File: src/hdl/encoder_pulse_output_divider_params.svh
// Constants for the encoder pulse output divider.
// Assumes inclusion by the package and the divider module.
`ifndef ENCODER_PULSE_OUTPUT_DIVIDER_PARAMS_SVH
`define ENCODER_PULSE_OUTPUT_DIVIDER_PARAMS_SVH

// ----------------------------------------
// Clock and output rate
// ----------------------------------------
`define CLK_SYS_HZ 100000000
`define PULSE_RATE_MAX_PPS 1600000
`define EDGES_PER_PULSE 4
// Least gap between output edges, rounded up
`define EDGE_GAP_CYC ((`CLK_SYS_HZ + `EDGES_PER_PULSE * `PULSE_RATE_MAX_PPS - 1) / (`EDGES_PER_PULSE * `PULSE_RATE_MAX_PPS))

// ----------------------------------------
// Pulses per revolution setting
// ----------------------------------------
`define PPR_DEFAULT 32'h0000_0800
`define PPR_MIN 32'h0000_0010
`define PPR_MAX_13BIT 32'h0000_0800
`define PPR_MAX_17BIT 32'h0000_4000
`define PPR_MAX_20BIT 32'h0004_0000
`define PPR_STEP1_TOP 32'h0000_4000
`define PPR_STEP2_TOP 32'h0000_8000
`define PPR_STEP4_TOP 32'h0001_0000
`define PPR_STEP8_TOP 32'h0002_0000

// ----------------------------------------
// Encoder counts per revolution
// ----------------------------------------
`define COUNTS_13BIT 21'h00_2000
`define COUNTS_17BIT 21'h02_0000
`define COUNTS_20BIT 21'h10_0000

// ----------------------------------------
// Speed limits in rev/min
// ----------------------------------------
`define SPEED_LIM_0 16'h1770
`define SPEED_LIM_1 16'h0BB8
`define SPEED_LIM_2 16'h05DC
`define SPEED_LIM_3 16'h02EE
`define SPEED_LIM_4 16'h0177

`endif

File: src/hdl/enc_pkg.sv
// Types for the encoder pulse output divider.
// Assumes the params header sits beside this file.
`include "encoder_pulse_output_divider_params.svh"

package enc_pkg;

    typedef enum logic [1:0] {
        RES_13BIT,
        RES_17BIT,
        RES_20BIT
    } enc_res_t;

    typedef struct packed {
        logic step;
        logic dir;
        logic index;
    } enc_in_t;

    typedef struct packed {
        logic setting_alarm;
        logic overspeed_alarm;
    } alarm_t;

endpackage : enc_pkg

File: src/hdl/encoder_pulse_output_divider.sv
// Divided quadrature output with origin pulse and alarms.
// Assumes encoder steps arrive synchronous to clk_sys, one per count at most.
//
// Contract
// - A and B quadrature, ninety degrees apart.
// - Each phase has an inverted companion output.
// - One origin pulse per motor revolution.
// - Origin pulse width equals phase A pulse.
// - Direction select keeps same phase form.
// - Divide counts to set pulses, min 16.
// - Setting limit depends on encoder resolution.
// - Setting granularity grows with its range.
// - Bad setting raises setting alarm.
// - Speed limit halves per setting range.
// - Speed above limit raises overspeed alarm.
// - Output rate capped near 1.6 Mpps.
`timescale 1ns/10ps
`include "encoder_pulse_output_divider_params.svh"

module encoder_pulse_output_divider #(
    parameter int SPEED_W = 16,
    parameter int GAP_CYC = `EDGE_GAP_CYC
) (
    input wire logic clk_sys, // System clock
    input wire logic rst, // Sync reset, active high
    input wire enc_pkg::enc_in_t enc_in, // Encoder step, direction, index
    input wire enc_pkg::enc_res_t enc_res, // Encoder resolution
    input wire logic [31:0] pulses_per_rev_setting, // Output pulses per rev
    input wire logic rotation_direction_select, // Reverse rotation mode
    input wire logic [SPEED_W-1:0] motor_speed_rpm, // Speed magnitude
    output logic quad_out_a, // Phase A
    output logic quad_out_a_n, // Phase A inverted
    output logic quad_out_b, // Phase B
    output logic quad_out_b_n, // Phase B inverted
    output logic origin_pulse_out, // Phase C
    output logic origin_pulse_out_n, // Phase C inverted
    output enc_pkg::alarm_t alarms // Sticky alarms
);
    import enc_pkg::*;

    // ----------------------------------------
    // Helper functions
    // ----------------------------------------
    function automatic logic [20:0] res_counts(input enc_res_t r);
        if (r == RES_13BIT) begin
            return `COUNTS_13BIT;
        end else if (r == RES_17BIT) begin
            return `COUNTS_17BIT;
        end else begin
            return `COUNTS_20BIT;
        end
    endfunction : res_counts

    function automatic logic ppr_ok(input logic [31:0] p, input enc_res_t r);
        logic [31:0] top;
        logic [3:0] mask;
        top = (r == RES_13BIT) ? `PPR_MAX_13BIT : (r == RES_17BIT) ? `PPR_MAX_17BIT : `PPR_MAX_20BIT;
        if (p <= `PPR_STEP1_TOP) begin
            mask = 4'h0;
        end else if (p <= `PPR_STEP2_TOP) begin
            mask = 4'h1;
        end else if (p <= `PPR_STEP4_TOP) begin
            mask = 4'h3;
        end else if (p <= `PPR_STEP8_TOP) begin
            mask = 4'h7;
        end else begin
            mask = 4'hF;
        end
        return (p >= `PPR_MIN) && (p <= top) && ((p[3:0] & mask) == 4'h0);
    endfunction : ppr_ok

    function automatic logic [15:0] speed_limit(input logic [31:0] p);
        if (p <= `PPR_STEP1_TOP) begin
            return `SPEED_LIM_0;
        end else if (p <= `PPR_STEP2_TOP) begin
            return `SPEED_LIM_1;
        end else if (p <= `PPR_STEP4_TOP) begin
            return `SPEED_LIM_2;
        end else if (p <= `PPR_STEP8_TOP) begin
            return `SPEED_LIM_3;
        end else begin
            return `SPEED_LIM_4;
        end
    endfunction : speed_limit

    // ----------------------------------------
    // State
    // ----------------------------------------
    logic loaded_ff, nxt_loaded;
    logic [31:0] ppr_ff, nxt_ppr;
    enc_res_t res_ff, nxt_res;
    logic run_ff, nxt_run;
    logic [22:0] acc_ff, nxt_acc;
    logic signed [4:0] pend_ff, nxt_pend;
    logic [7:0] gap_ff, nxt_gap;
    logic [1:0] q_ff, nxt_q;
    logic armed_ff, nxt_armed;
    logic c_ff, nxt_c;
    logic a_ff, nxt_a;
    logic b_ff, nxt_b;
    logic set_alm_ff, nxt_set_alm;
    logic os_alm_ff, nxt_os_alm;

    // ----------------------------------------
    // Next state
    // ----------------------------------------
    always_comb begin
        logic [22:0] inc;
        logic [22:0] full;
        logic fwd;
        logic signed [4:0] req;
        nxt_loaded = 1'b1;
        nxt_ppr = ppr_ff;
        nxt_res = res_ff;
        nxt_run = run_ff;
        nxt_acc = acc_ff;
        nxt_pend = pend_ff;
        nxt_gap = gap_ff;
        nxt_q = q_ff;
        nxt_armed = armed_ff;
        nxt_c = c_ff;
        nxt_set_alm = set_alm_ff;
        nxt_os_alm = os_alm_ff;
        inc = {1'b0, ppr_ff[19:0], 2'b00};
        full = {2'b00, res_counts(res_ff)};
        fwd = enc_in.dir ^ rotation_direction_select;
        req = 5'sd0;
        if (!loaded_ff) begin
            // Setting captured once per restart
            nxt_ppr = pulses_per_rev_setting;
            nxt_res = enc_res;
        end else begin
            nxt_set_alm = set_alm_ff | !ppr_ok(ppr_ff, res_ff);
            nxt_run = ppr_ok(ppr_ff, res_ff);
            if (32'(motor_speed_rpm) > 32'(speed_limit(ppr_ff))) begin
                nxt_os_alm = 1'b1;
            end
        end
        if (run_ff && enc_in.step) begin
            // Fractional divider, one edge per count at most
            if (fwd) begin
                if (acc_ff + inc >= full) begin
                    nxt_acc = 23'(acc_ff + inc - full);
                    req = 5'sd1;
                end else begin
                    nxt_acc = 23'(acc_ff + inc);
                end
            end else begin
                if (acc_ff < inc) begin
                    nxt_acc = 23'(acc_ff + full - inc);
                    req = -5'sd1;
                end else begin
                    nxt_acc = 23'(acc_ff - inc);
                end
            end
        end
        nxt_pend = 5'(pend_ff + req);
        if (gap_ff != 8'h00) begin
            nxt_gap = 8'(gap_ff - 8'h01);
        end else if (nxt_pend != 5'sd0) begin
            // Edges spaced to cap the pulse rate
            nxt_gap = 8'(GAP_CYC - 1);
            if (nxt_pend > 5'sd0) begin
                nxt_q = 2'(q_ff + 2'd1);
                nxt_pend = 5'(nxt_pend - 5'sd1);
            end else begin
                nxt_q = 2'(q_ff - 2'd1);
                nxt_pend = 5'(nxt_pend + 5'sd1);
            end
        end
        // Gray sequence 00,10,11,01 on (A,B)
        nxt_a = nxt_q[1] ^ nxt_q[0];
        nxt_b = nxt_q[1];
        if (run_ff && enc_in.index) begin
            nxt_armed = 1'b1;
        end
        if (armed_ff && nxt_a && !a_ff) begin
            nxt_c = 1'b1;
            nxt_armed = run_ff && enc_in.index;
        end else if (!nxt_a && a_ff) begin
            nxt_c = 1'b0;
        end
    end

    // ----------------------------------------
    // Registers
    // ----------------------------------------
    always_ff @(posedge clk_sys) begin
        if (rst) begin
            loaded_ff <= 1'b0;
            ppr_ff <= `PPR_DEFAULT;
            res_ff <= RES_20BIT;
            run_ff <= 1'b0;
            acc_ff <= 23'h00_0000;
            pend_ff <= 5'sd0;
            gap_ff <= 8'h00;
            q_ff <= 2'h0;
            armed_ff <= 1'b0;
            c_ff <= 1'b0;
            a_ff <= 1'b0;
            b_ff <= 1'b0;
            set_alm_ff <= 1'b0;
            os_alm_ff <= 1'b0;
        end else begin
            loaded_ff <= nxt_loaded;
            ppr_ff <= nxt_ppr;
            res_ff <= nxt_res;
            run_ff <= nxt_run;
            acc_ff <= nxt_acc;
            pend_ff <= nxt_pend;
            gap_ff <= nxt_gap;
            q_ff <= nxt_q;
            armed_ff <= nxt_armed;
            c_ff <= nxt_c;
            a_ff <= nxt_a;
            b_ff <= nxt_b;
            set_alm_ff <= nxt_set_alm;
            os_alm_ff <= nxt_os_alm;
        end
    end

    // ----------------------------------------
    // Output pins
    // ----------------------------------------
    logic an_ff, bn_ff, cn_ff;
    always_ff @(posedge clk_sys) begin
        if (rst) begin
            an_ff <= 1'b1;
            bn_ff <= 1'b1;
            cn_ff <= 1'b1;
        end else begin
            an_ff <= !nxt_a;
            bn_ff <= !nxt_b;
            cn_ff <= !nxt_c;
        end
    end

    assign quad_out_a = a_ff;
    assign quad_out_a_n = an_ff;
    assign quad_out_b = b_ff;
    assign quad_out_b_n = bn_ff;
    assign origin_pulse_out = c_ff;
    assign origin_pulse_out_n = cn_ff;
    assign alarms = '{setting_alarm: set_alm_ff, overspeed_alarm: os_alm_ff};

endmodule : encoder_pulse_output_divider

File: config.mk
export PLATFORM = sky130hd
export DESIGN_NAME = encoder_pulse_output_divider
export DESIGN_NICKNAME = d
export VERILOG_FILES = /design/src/hdl/enc_pkg.sv /design/src/hdl/encoder_pulse_output_divider.sv
export VERILOG_INCLUDE_DIRS = /design/src /design/src/hdl
export SDC_FILE = /design/constraint.sdc
export NUM_CORES = 1
export LEC_CHECK = 0
export BUFFER_PORTS_ARGS = -buffer_cell sky130_fd_sc_hd__buf_2
export CAP_MARGIN = 20
export CORE_MARGIN = 8
export CORE_UTILIZATION = 50
export CTS_BUF_LIST = sky130_fd_sc_hd__clkbuf_8
export CTS_CLUSTER_SIZE = 24
export DETAILED_ROUTE_END_ITERATION = 8
export PLACE_DENSITY = 0.74
export SETUP_SLACK_MARGIN = 0.4
export SLEW_MARGIN = 5
export SYNTH_ARGS = -nofsm -noshare
export SYNTH_HDL_FRONTEND = slang
export SYNTH_SLANG_ARGS = --single-unit
File: constraint.sdc
create_clock -name clk_sys -period 14.5 [get_ports clk_sys]
set_clock_uncertainty 0.1 [all_clocks]
set_input_delay 0.725 -clock clk_sys [delete_from_list [all_inputs] [get_ports clk_sys]]
set_output_delay 0.725 -clock clk_sys [all_outputs]
set_load 0.005 [all_outputs]
After elaboration in Yosys (flattened, before gate mapping)
Index checks and enable logic that the tools add are counted.
{"block": "classes", "n_addsub": 11, "n_mul": 0, "div": 0, "order_cmp": 10, "n_eq_ne": 1, "shifts": 0, "muxes": 34, "n_bitwise": 4, "n_reduce_logical": 19}
{"operator": "$mux 23", "n": 3}
{"operator": "$sub 23x22->23", "n": 2}
{"operator": "$mux 21", "n": 2}
{"operator": "$mux 19", "n": 2}
{"operator": "$ge 32x5->1 const B", "n": 1}
{"operator": "$le 32x15->1 const B", "n": 1}
{"operator": "$le 32x16->1 const B", "n": 1}
{"operator": "$le 32x17->1 const B", "n": 1}
{"operator": "$le 32x18->1 const B", "n": 1}
{"operator": "$le 32x19->1", "n": 1}
{"operator": "$mux 5", "n": 6}
{"operator": "$add 23x21->23", "n": 1}
{"operator": "$add 23x22->23", "n": 1}
{"operator": "$ge 23x21->1", "n": 1}
{"operator": "$lt 23x22->1", "n": 1}
{"operator": "$sub 23x21->23", "n": 1}
{"operator": "$mux 4", "n": 5}
{"operator": "$gt 16x16->1", "n": 1}
{"operator": "$mux 16", "n": 1}
{"operator": "$mux 8", "n": 2}
{"operator": "$mux 13", "n": 1}
{"operator": "$mux 12", "n": 1}
{"operator": "$mux 11", "n": 1}
{"operator": "$mux 10", "n": 1}
{"operator": "other kinds (21)", "n": 40}
{"block": "totals", "register_bits": 83, "latch_bits": 0, "ram_bits": 0, "romBits": 0, "in_bits": 56, "output_inout_bits": 8, "word_cells": 96, "n_memories": 0}

Longest topological paths before layout
{"block": "depth", "depth_word": 18, "mapped_depth": 34}

Least setup slack after synthesis
OpenSTA, ideal clock, no wires.
{"block": "synth_timing", "path_type": "flip-flop to flip-flop", "start": "register ppr_ff[2]", "end": "register pend_ff[3]", "t_arrival_ns": 5.892, "required_time_ns": 14.272, "slack_ns": 8.381, "stages_incl_launch_ff": 34, "path_buffers": 2, "synth_period_minus_slack_ns": 6.119, "cell_sequence": "dfxtp_1 -> inv_1 -> ha_1 -> buf_6 -> nand2b_4 -> a221o_4 -> a21oi_4 -> o2111ai_1 -> nand2_1 -> a21o_1 -> a21oi_1 -> xnor2_1 -> inv_1 -> ha_1 -> inv_1 -> a21oi_1 -> nor3_1 -> nand4b_4 -> buf_2 -> nand2_1 -> nand2_1 -> ha_1 -> fa_1 -> a21o_1 -> a21oi_1 -> xor2_1 -> xnor2_2 -> nor2_1 -> ha_1 -> a21o_1 -> a21oi_1 -> xnor2_1 -> a22oi_1 -> nor2_1"}
{"block": "synth_between", "elab_chain_cells": 10, "word_cells_on_any_way": 15, "cone_classes": "4 x add/sub; 3 x order compare; 7 x mux; 1 x reduce/logical"}
{"item": "start: declaration", "line_no": "encoder_pulse_output_divider.sv:90", "source": "logic [31:0] ppr_ff, nxt_ppr;"}
{"item": "start signal: assignment", "line_no": "encoder_pulse_output_divider.sv:191", "source": "ppr_ff <= `PPR_DEFAULT;"}
{"item": "start signal: assignment", "line_no": "encoder_pulse_output_divider.sv:206", "source": "ppr_ff <= nxt_ppr;"}
{"item": "$add 23x22->23", "line_no": "encoder_pulse_output_divider.sv:142", "source": "if (acc_ff + inc >= full) begin"}
{"item": "$ge 23x21->1", "line_no": "encoder_pulse_output_divider.sv:142"}
{"item": "$mux 1", "line_no": "encoder_pulse_output_divider.sv:142"}
{"item": "$mux 5 *", "line_no": "encoder_pulse_output_divider.sv:141", "source": "if (fwd) begin"}
{"item": "$mux 5 *", "line_no": "encoder_pulse_output_divider.sv:139", "source": "if (run_ff && enc_in.step) begin"}
{"item": "$add 5x5->5 *", "line_no": "encoder_pulse_output_divider.sv:157", "source": "nxt_pend = 5'(pend_ff + req);"}
{"item": "$add 5x2->5, or another cell as far along", "line_no": "encoder_pulse_output_divider.sv:168", "source": "nxt_pend = 5'(nxt_pend + 5'sd1);"}
{"item": "$mux 5", "line_no": "encoder_pulse_output_divider.sv:163", "source": "if (nxt_pend > 5'sd0) begin"}
{"item": "$mux 5", "line_no": "encoder_pulse_output_divider.sv:160", "source": "end else if (nxt_pend != 5'sd0) begin"}
{"item": "$mux 5 *", "line_no": "encoder_pulse_output_divider.sv:158", "source": "if (gap_ff != 8'h00) begin"}
{"item": "end signal: assignment", "line_no": "encoder_pulse_output_divider.sv:210", "source": "pend_ff <= nxt_pend;"}
{"item": "end: declaration", "line_no": "encoder_pulse_output_divider.sv:94", "source": "logic signed [4:0] pend_ff, nxt_pend;"}
Every way passes the cells marked *; elsewhere a longest branch is shown, timed or not.
A chain may end at the register's enable or synchronous reset.

Worst setup path after layout
{"block": "layout_timing", "start": "register ppr_ff[11]", "end": "register pend_ff[3]"}
Same word-level chain as after synthesis.

==> impl_results.html <==
<table>
<tr><th>Metric</th><th>Value</th></tr>
<tr><th colspan="2">Logic synthesis</th></tr>
<tr><td>Synthesized netlist cell count</td><td>approximately 1.0k</td></tr>
<tr><td>Total standard cell area after synthesis</td><td>roughly 0.0080 mm²</td></tr>
<tr><td>Mean cell area of the mapped netlist</td><td>7.96 µm²</td></tr>
<tr><td>Register bit count reported by yosys</td><td>80</td></tr>
<tr><td>Count of unique library cells instantiated by Yosys</td><td>just over 80</td></tr>
<tr><td>Number of enable flip-flop cells after synthesis</td><td>0</td></tr>
<tr><td>YS warnings</td><td>0</td></tr>
<tr><td>Net count after synthesis</td><td>1167</td></tr>
<tr><td>Portion of the post-synthesis area used by sequential elements</td><td>around 20%</td></tr>
<tr><td>Most frequently used flop master after synthesis</td><td>dfxtp_1</td></tr>
<tr><td>Share of flip-flops with an asynchronous set or reset</td><td>0%</td></tr>
<tr><th colspan="2">GRT</th></tr>
<tr><td>Overall global routing resource usage</td><td>23.0%</td></tr>
<tr><td>First-pass GRT wire length</td><td>37100 µm</td></tr>
<tr><td>Number of antenna violations at the first check in global routing</td><td>0</td></tr>
<tr><td>Final global-route overflow total</td><td>0</td></tr>
<tr><td>Maximum number of pins on one net before global-route repair</td><td>72</td></tr>
<tr><td>Via count of the first global-routing pass</td><td>7188</td></tr>
<tr><th colspan="2">STA</th></tr>
<tr><td>Slew of the pin with the lowest slew margin</td><td>0.808 ns</td></tr>
<tr><td>F_max</td><td>144 MHz</td></tr>
<tr><td>Final sum of negative setup slack</td><td>0 ns</td></tr>
<tr><td>Tmin final</td><td>6.94 ns</td></tr>
<tr><td>Max-slew violations</td><td>0</td></tr>
<tr><td>Count of endpoints failing setup in the final report</td><td>0</td></tr>
<tr><td>Final Hold Fails</td><td>0</td></tr>
<tr><td>Worst slew margin relative to its limit</td><td>approximately 46%</td></tr>
<tr><td>Setup repair after global routing missed its margin</td><td>no</td></tr>
<tr><td>Share of the cycle needed by the critical path after routing</td><td>47.9%</td></tr>
<tr><td>Final critical-path setup slack</td><td>7.56 ns</td></tr>
<tr><th colspan="2">Min path</th></tr>
<tr><td>Type of the worst min-delay path</td><td>reg2reg</td></tr>
<tr><td>End of the worst hold path</td><td>armed_ff</td></tr>
<tr><td>Launch point of the worst hold path</td><td>run_ff</td></tr>
<tr><td>Hold path depth</td><td>2</td></tr>
<tr><th colspan="2">Setup path</th></tr>
<tr><td>Worst path max stage delay</td><td>0.55 ns</td></tr>
<tr><td>R2R Path Start</td><td>ppr_ff[11]</td></tr>
<tr><td>Kind of start point of the critical path</td><td>register</td></tr>
<tr><td>Worst path required time</td><td>~15 ns</td></tr>
<tr><td>Worst Path Max Fanout</td><td>15</td></tr>
<tr><td>Reg-to-Reg End</td><td>pend_ff[3]</td></tr>
<tr><td>Reg-to-reg slack, setup</td><td>7.56 ns</td></tr>
<tr><td>R2r worst-path depth</td><td>31</td></tr>
<tr><td>Critical Setup Path Class</td><td>reg2reg</td></tr>
<tr><td>Most prevalent standard cell on the critical path</td><td>a21oi_1</td></tr>
<tr><td>Max stage delay cell, worst path</td><td>ha_1</td></tr>
<tr><td>Critical Path Sink Type</td><td>register</td></tr>
<tr><td>CP arrival</td><td>7.10 ns</td></tr>
<tr><th colspan="2">Run status</th></tr>
<tr><td>Status</td><td>finished, final reports clean</td></tr>
<tr><th colspan="2">Power</th></tr>
<tr><td>Maximum vdd ir drop</td><td>0.000126 V</td></tr>
<tr><td>Leak Pwr</td><td>3.92 nW</td></tr>
<tr><td>Pwr Density</td><td>104 mW/mm²</td></tr>
<tr><td>Total power after layout</td><td>around 0.9 mW</td></tr>
<tr><th colspan="2">Die</th></tr>
<tr><td>Die Area</td><td>0.0202 mm²</td></tr>
<tr><td>Placeable core region</td><td>0.0157 mm²</td></tr>
<tr><td>Starting Density</td><td>50.7%</td></tr>
<tr><td>Die outline height</td><td>142 µm</td></tr>
<tr><td>Row Count</td><td>46</td></tr>
<tr><td>Die X</td><td>142 µm</td></tr>
<tr><td>Number of top-level pins</td><td>64</td></tr>
<tr><th colspan="2">Clock tree</th></tr>
<tr><td>Buffer depth of the longest clock path</td><td>2</td></tr>
<tr><td>Clock root buffer</td><td>clkbuf_8</td></tr>
<tr><td>TritonCTS buffer count</td><td>9</td></tr>
<tr><td>Register clock-pin slew on the reported worst setup and hold paths</td><td>0.10 ns</td></tr>
<tr><td>Count of buffers added by post-CTS timing repair for setup</td><td>0</td></tr>
<tr><td>Count of instances resized after the clock tree is built</td><td>0</td></tr>
<tr><td>CTS tree</td><td>yes</td></tr>
<tr><td>H-tree depth reported by CTS</td><td>3</td></tr>
<tr><td>Number of sinks on the clock net</td><td>80</td></tr>
<tr><td>Later-pin clock latency in the skew report</td><td>0.40 ns</td></tr>
<tr><td>Cts hold-fix bufs</td><td>0</td></tr>
<tr><th colspan="2">Drt</th></tr>
<tr><td>Pre-antenna DRT Iters</td><td>8</td></tr>
<tr><td>Post-Route WL</td><td>about 23000 µm</td></tr>
<tr><td>Vias</td><td>about 7.3k</td></tr>
<tr><td>Number of antenna-violating nets in the routed design</td><td>0</td></tr>
<tr><td>Average detailed-routed wire length per instance</td><td>between 15 and 20 µm</td></tr>
<tr><td>Initial detailed-routing violation count</td><td>615</td></tr>
<tr><td>Drt drc</td><td>0</td></tr>
<tr><td>Avg Vias per Cell</td><td>between 5 and 6</td></tr>
<tr><th colspan="2">Flow run</th></tr>
<tr><td># Max-Cap Violations</td><td>0</td></tr>
<tr><th colspan="2">Final layout</th></tr>
<tr><td>Final core occ</td><td>54.8%</td></tr>
<tr><td>Final Instance Area</td><td>approximately 0.0086 mm²</td></tr>
<tr><td>Fraction of final layout cells sized beyond drive strength 1</td><td>11.4%</td></tr>
<tr><td>Number of antenna cells inserted</td><td>0</td></tr>
<tr><td>Layout overhead on the synthesized area</td><td>8.15%</td></tr>
<tr><td># nets final</td><td>approximately 1.2k</td></tr>
<tr><th colspan="2">Place</th></tr>
<tr><td>Placed Instance Area</td><td>0.00841 mm²</td></tr>
<tr><td>Weighted congestion at the end of routability-driven global placement</td><td>0.948</td></tr>
<tr><td>Pre-CTS worst setup slack</td><td>7.66 ns</td></tr>
<tr><td>Placed wire-length estimate after detailed placement</td><td>18000 µm</td></tr>
<tr><td>Number of port buffers</td><td>63</td></tr>
</table>
cell usage in the layout, fill, tap and decap left out, types with 11 or more instances in the layout:
cell,count
inv_1,99
nand2_1,64
nor2_1,130
o21ai_0,37
nor3_1,26
buf_2,63
a211oi_1,11
mux2i_1,40
xor2_1,13
nand3_1,14
nand2b_1,17
a21o_1,13
dfxtp_1,79
a21oi_1,67
fa_1,20
ha_1,90
nor2b_1,11
xnor2_1,49
flip-flops by register name (all words and copies together), names as in the netlist, 2 cells and up:
register,count
pend_ff,5
acc_ff,21
ppr_ff,32
q_ff,2
res_ff,2
gap_ff,8
Yosys cell counts, types with 4 or more instances:
| cell type | instances | area, µm² |
|---|---|---|
| nor4_1 | 9 | 56.3 |
| fa_1 | 20 | 400 |
| and2_1 | 6 | 37.5 |
| or3_1 | 10 | 62.6 |
| buf_4 | 6 | 45.0 |
| clkbuf_1 | 17 | 63.8 |
| xnor2_1 | 49 | 429 |
| o2111ai_1 | 5 | 43.8 |
| inv_2 | 6 | 22.5 |
| mux2i_1 | 40 | 400 |
| a22oi_1 | 7 | 52.6 |
| o211ai_1 | 4 | 30.0 |
| a31oi_1 | 10 | 62.6 |
| nand2b_1 | 17 | 106 |
| a21oi_1 | 67 | 335 |
| o31ai_1 | 8 | 60.1 |
| a222oi_1 | 5 | 50.1 |
| a221oi_1 | 9 | 78.8 |
| inv_1 | 99 | 372 |
| o21a_1 | 10 | 75.1 |
| ha_1 | 90 | 1130 |
| buf_2 | 10 | 50.1 |
| nor2b_1 | 11 | 68.8 |
| a211oi_1 | 11 | 82.6 |
| nand2_1 | 64 | 240 |
| nor2_1 | 130 | 488 |
| or2_2 | 6 | 37.5 |
| a21o_1 | 13 | 97.6 |
| a2111oi_0 | 4 | 35.0 |
| dfxtp_1 | 80 | 1600 |
| nand4_1 | 10 | 62.6 |
| o21ai_0 | 37 | 185 |
| nor3_1 | 26 | 130 |
| nand3_1 | 14 | 70.1 |
| a221o_1 | 4 | 40.0 |
| xor2_1 | 13 | 114 |
| o21ai_1 | 4 | 20.0 |
cell type report:
cell class | count | area [µm²]
clock inverter | 7 | 75.1
timing repair buffer | 69 | 360
fill | 1504 | 7100
multi-input combinational | 779 | 5790
tap | 216 | 270
sequential | 80 | 1600
inverter | 105 | 394
clock buffer | 9 | 124
cells by family after synthesis:
family / Yosys count / synth area share, %
simple gates: 323 / 19.5
compound gates: 241 / 21.4
buf+inv: 142 / 7.23
fa+ha+maj: 110 / 19.2
flops: 80 / 20.1
xor+xnor: 64 / 7.37
mux: 41 / 5.17
worst max-delay path, delay by kind of cell, from the launching register on:
family                   cells  cell delay, ns
AO/OA/AOI/OAI               11            2.04
flip-flops                   1            0.45
AND/OR/NAND/NOR              7            1.43
buffers and inverters        4            0.35
adder cells (fa/ha/maj)      5            1.80
XOR/XNOR                     4            0.64
where the power goes:
| group | internal, mW | switching, mW |
|---|---|---|
| Combinational | 0.182 | 0.262 |
| Clock | 0.0681 | 0.106 |
| Sequential | 0.250 | 0.0262 |
| Total | 0.500 | 0.395 |
stage by stage:
step / hold slack, ns / instances
after floorplan: 0.341 / 1001
after global placement: 0.375 / 1249
final: 0.392 / 1265
after global routing: 0.405 / 1265
after detailed placement: 0.381 / 1249
after CTS: 0.395 / 1265
how the worst max path moves through the flow:
stage                           from          to  cells after the start
after floorplan            ppr_ff[2]  pend_ff[3]                     33
after global placement     ppr_ff[7]  pend_ff[3]                     29
after detailed placement   ppr_ff[7]  pend_ff[3]                     29
after CTS                  ppr_ff[7]  pend_ff[3]                     27
after global routing      ppr_ff[11]  pend_ff[3]                     31
final                     ppr_ff[11]  pend_ff[3]                     31
routing by layer:
metal | global-route usage, % | routed length [µm]
met5 | 0 | 0
met4 | 8.93 | 622
met3 | 3.42 | 1460
met2 | 37.4 | 10200
met1 | 30.0 | 10400
No activity file was read; power rests on OpenSTA's default activity.
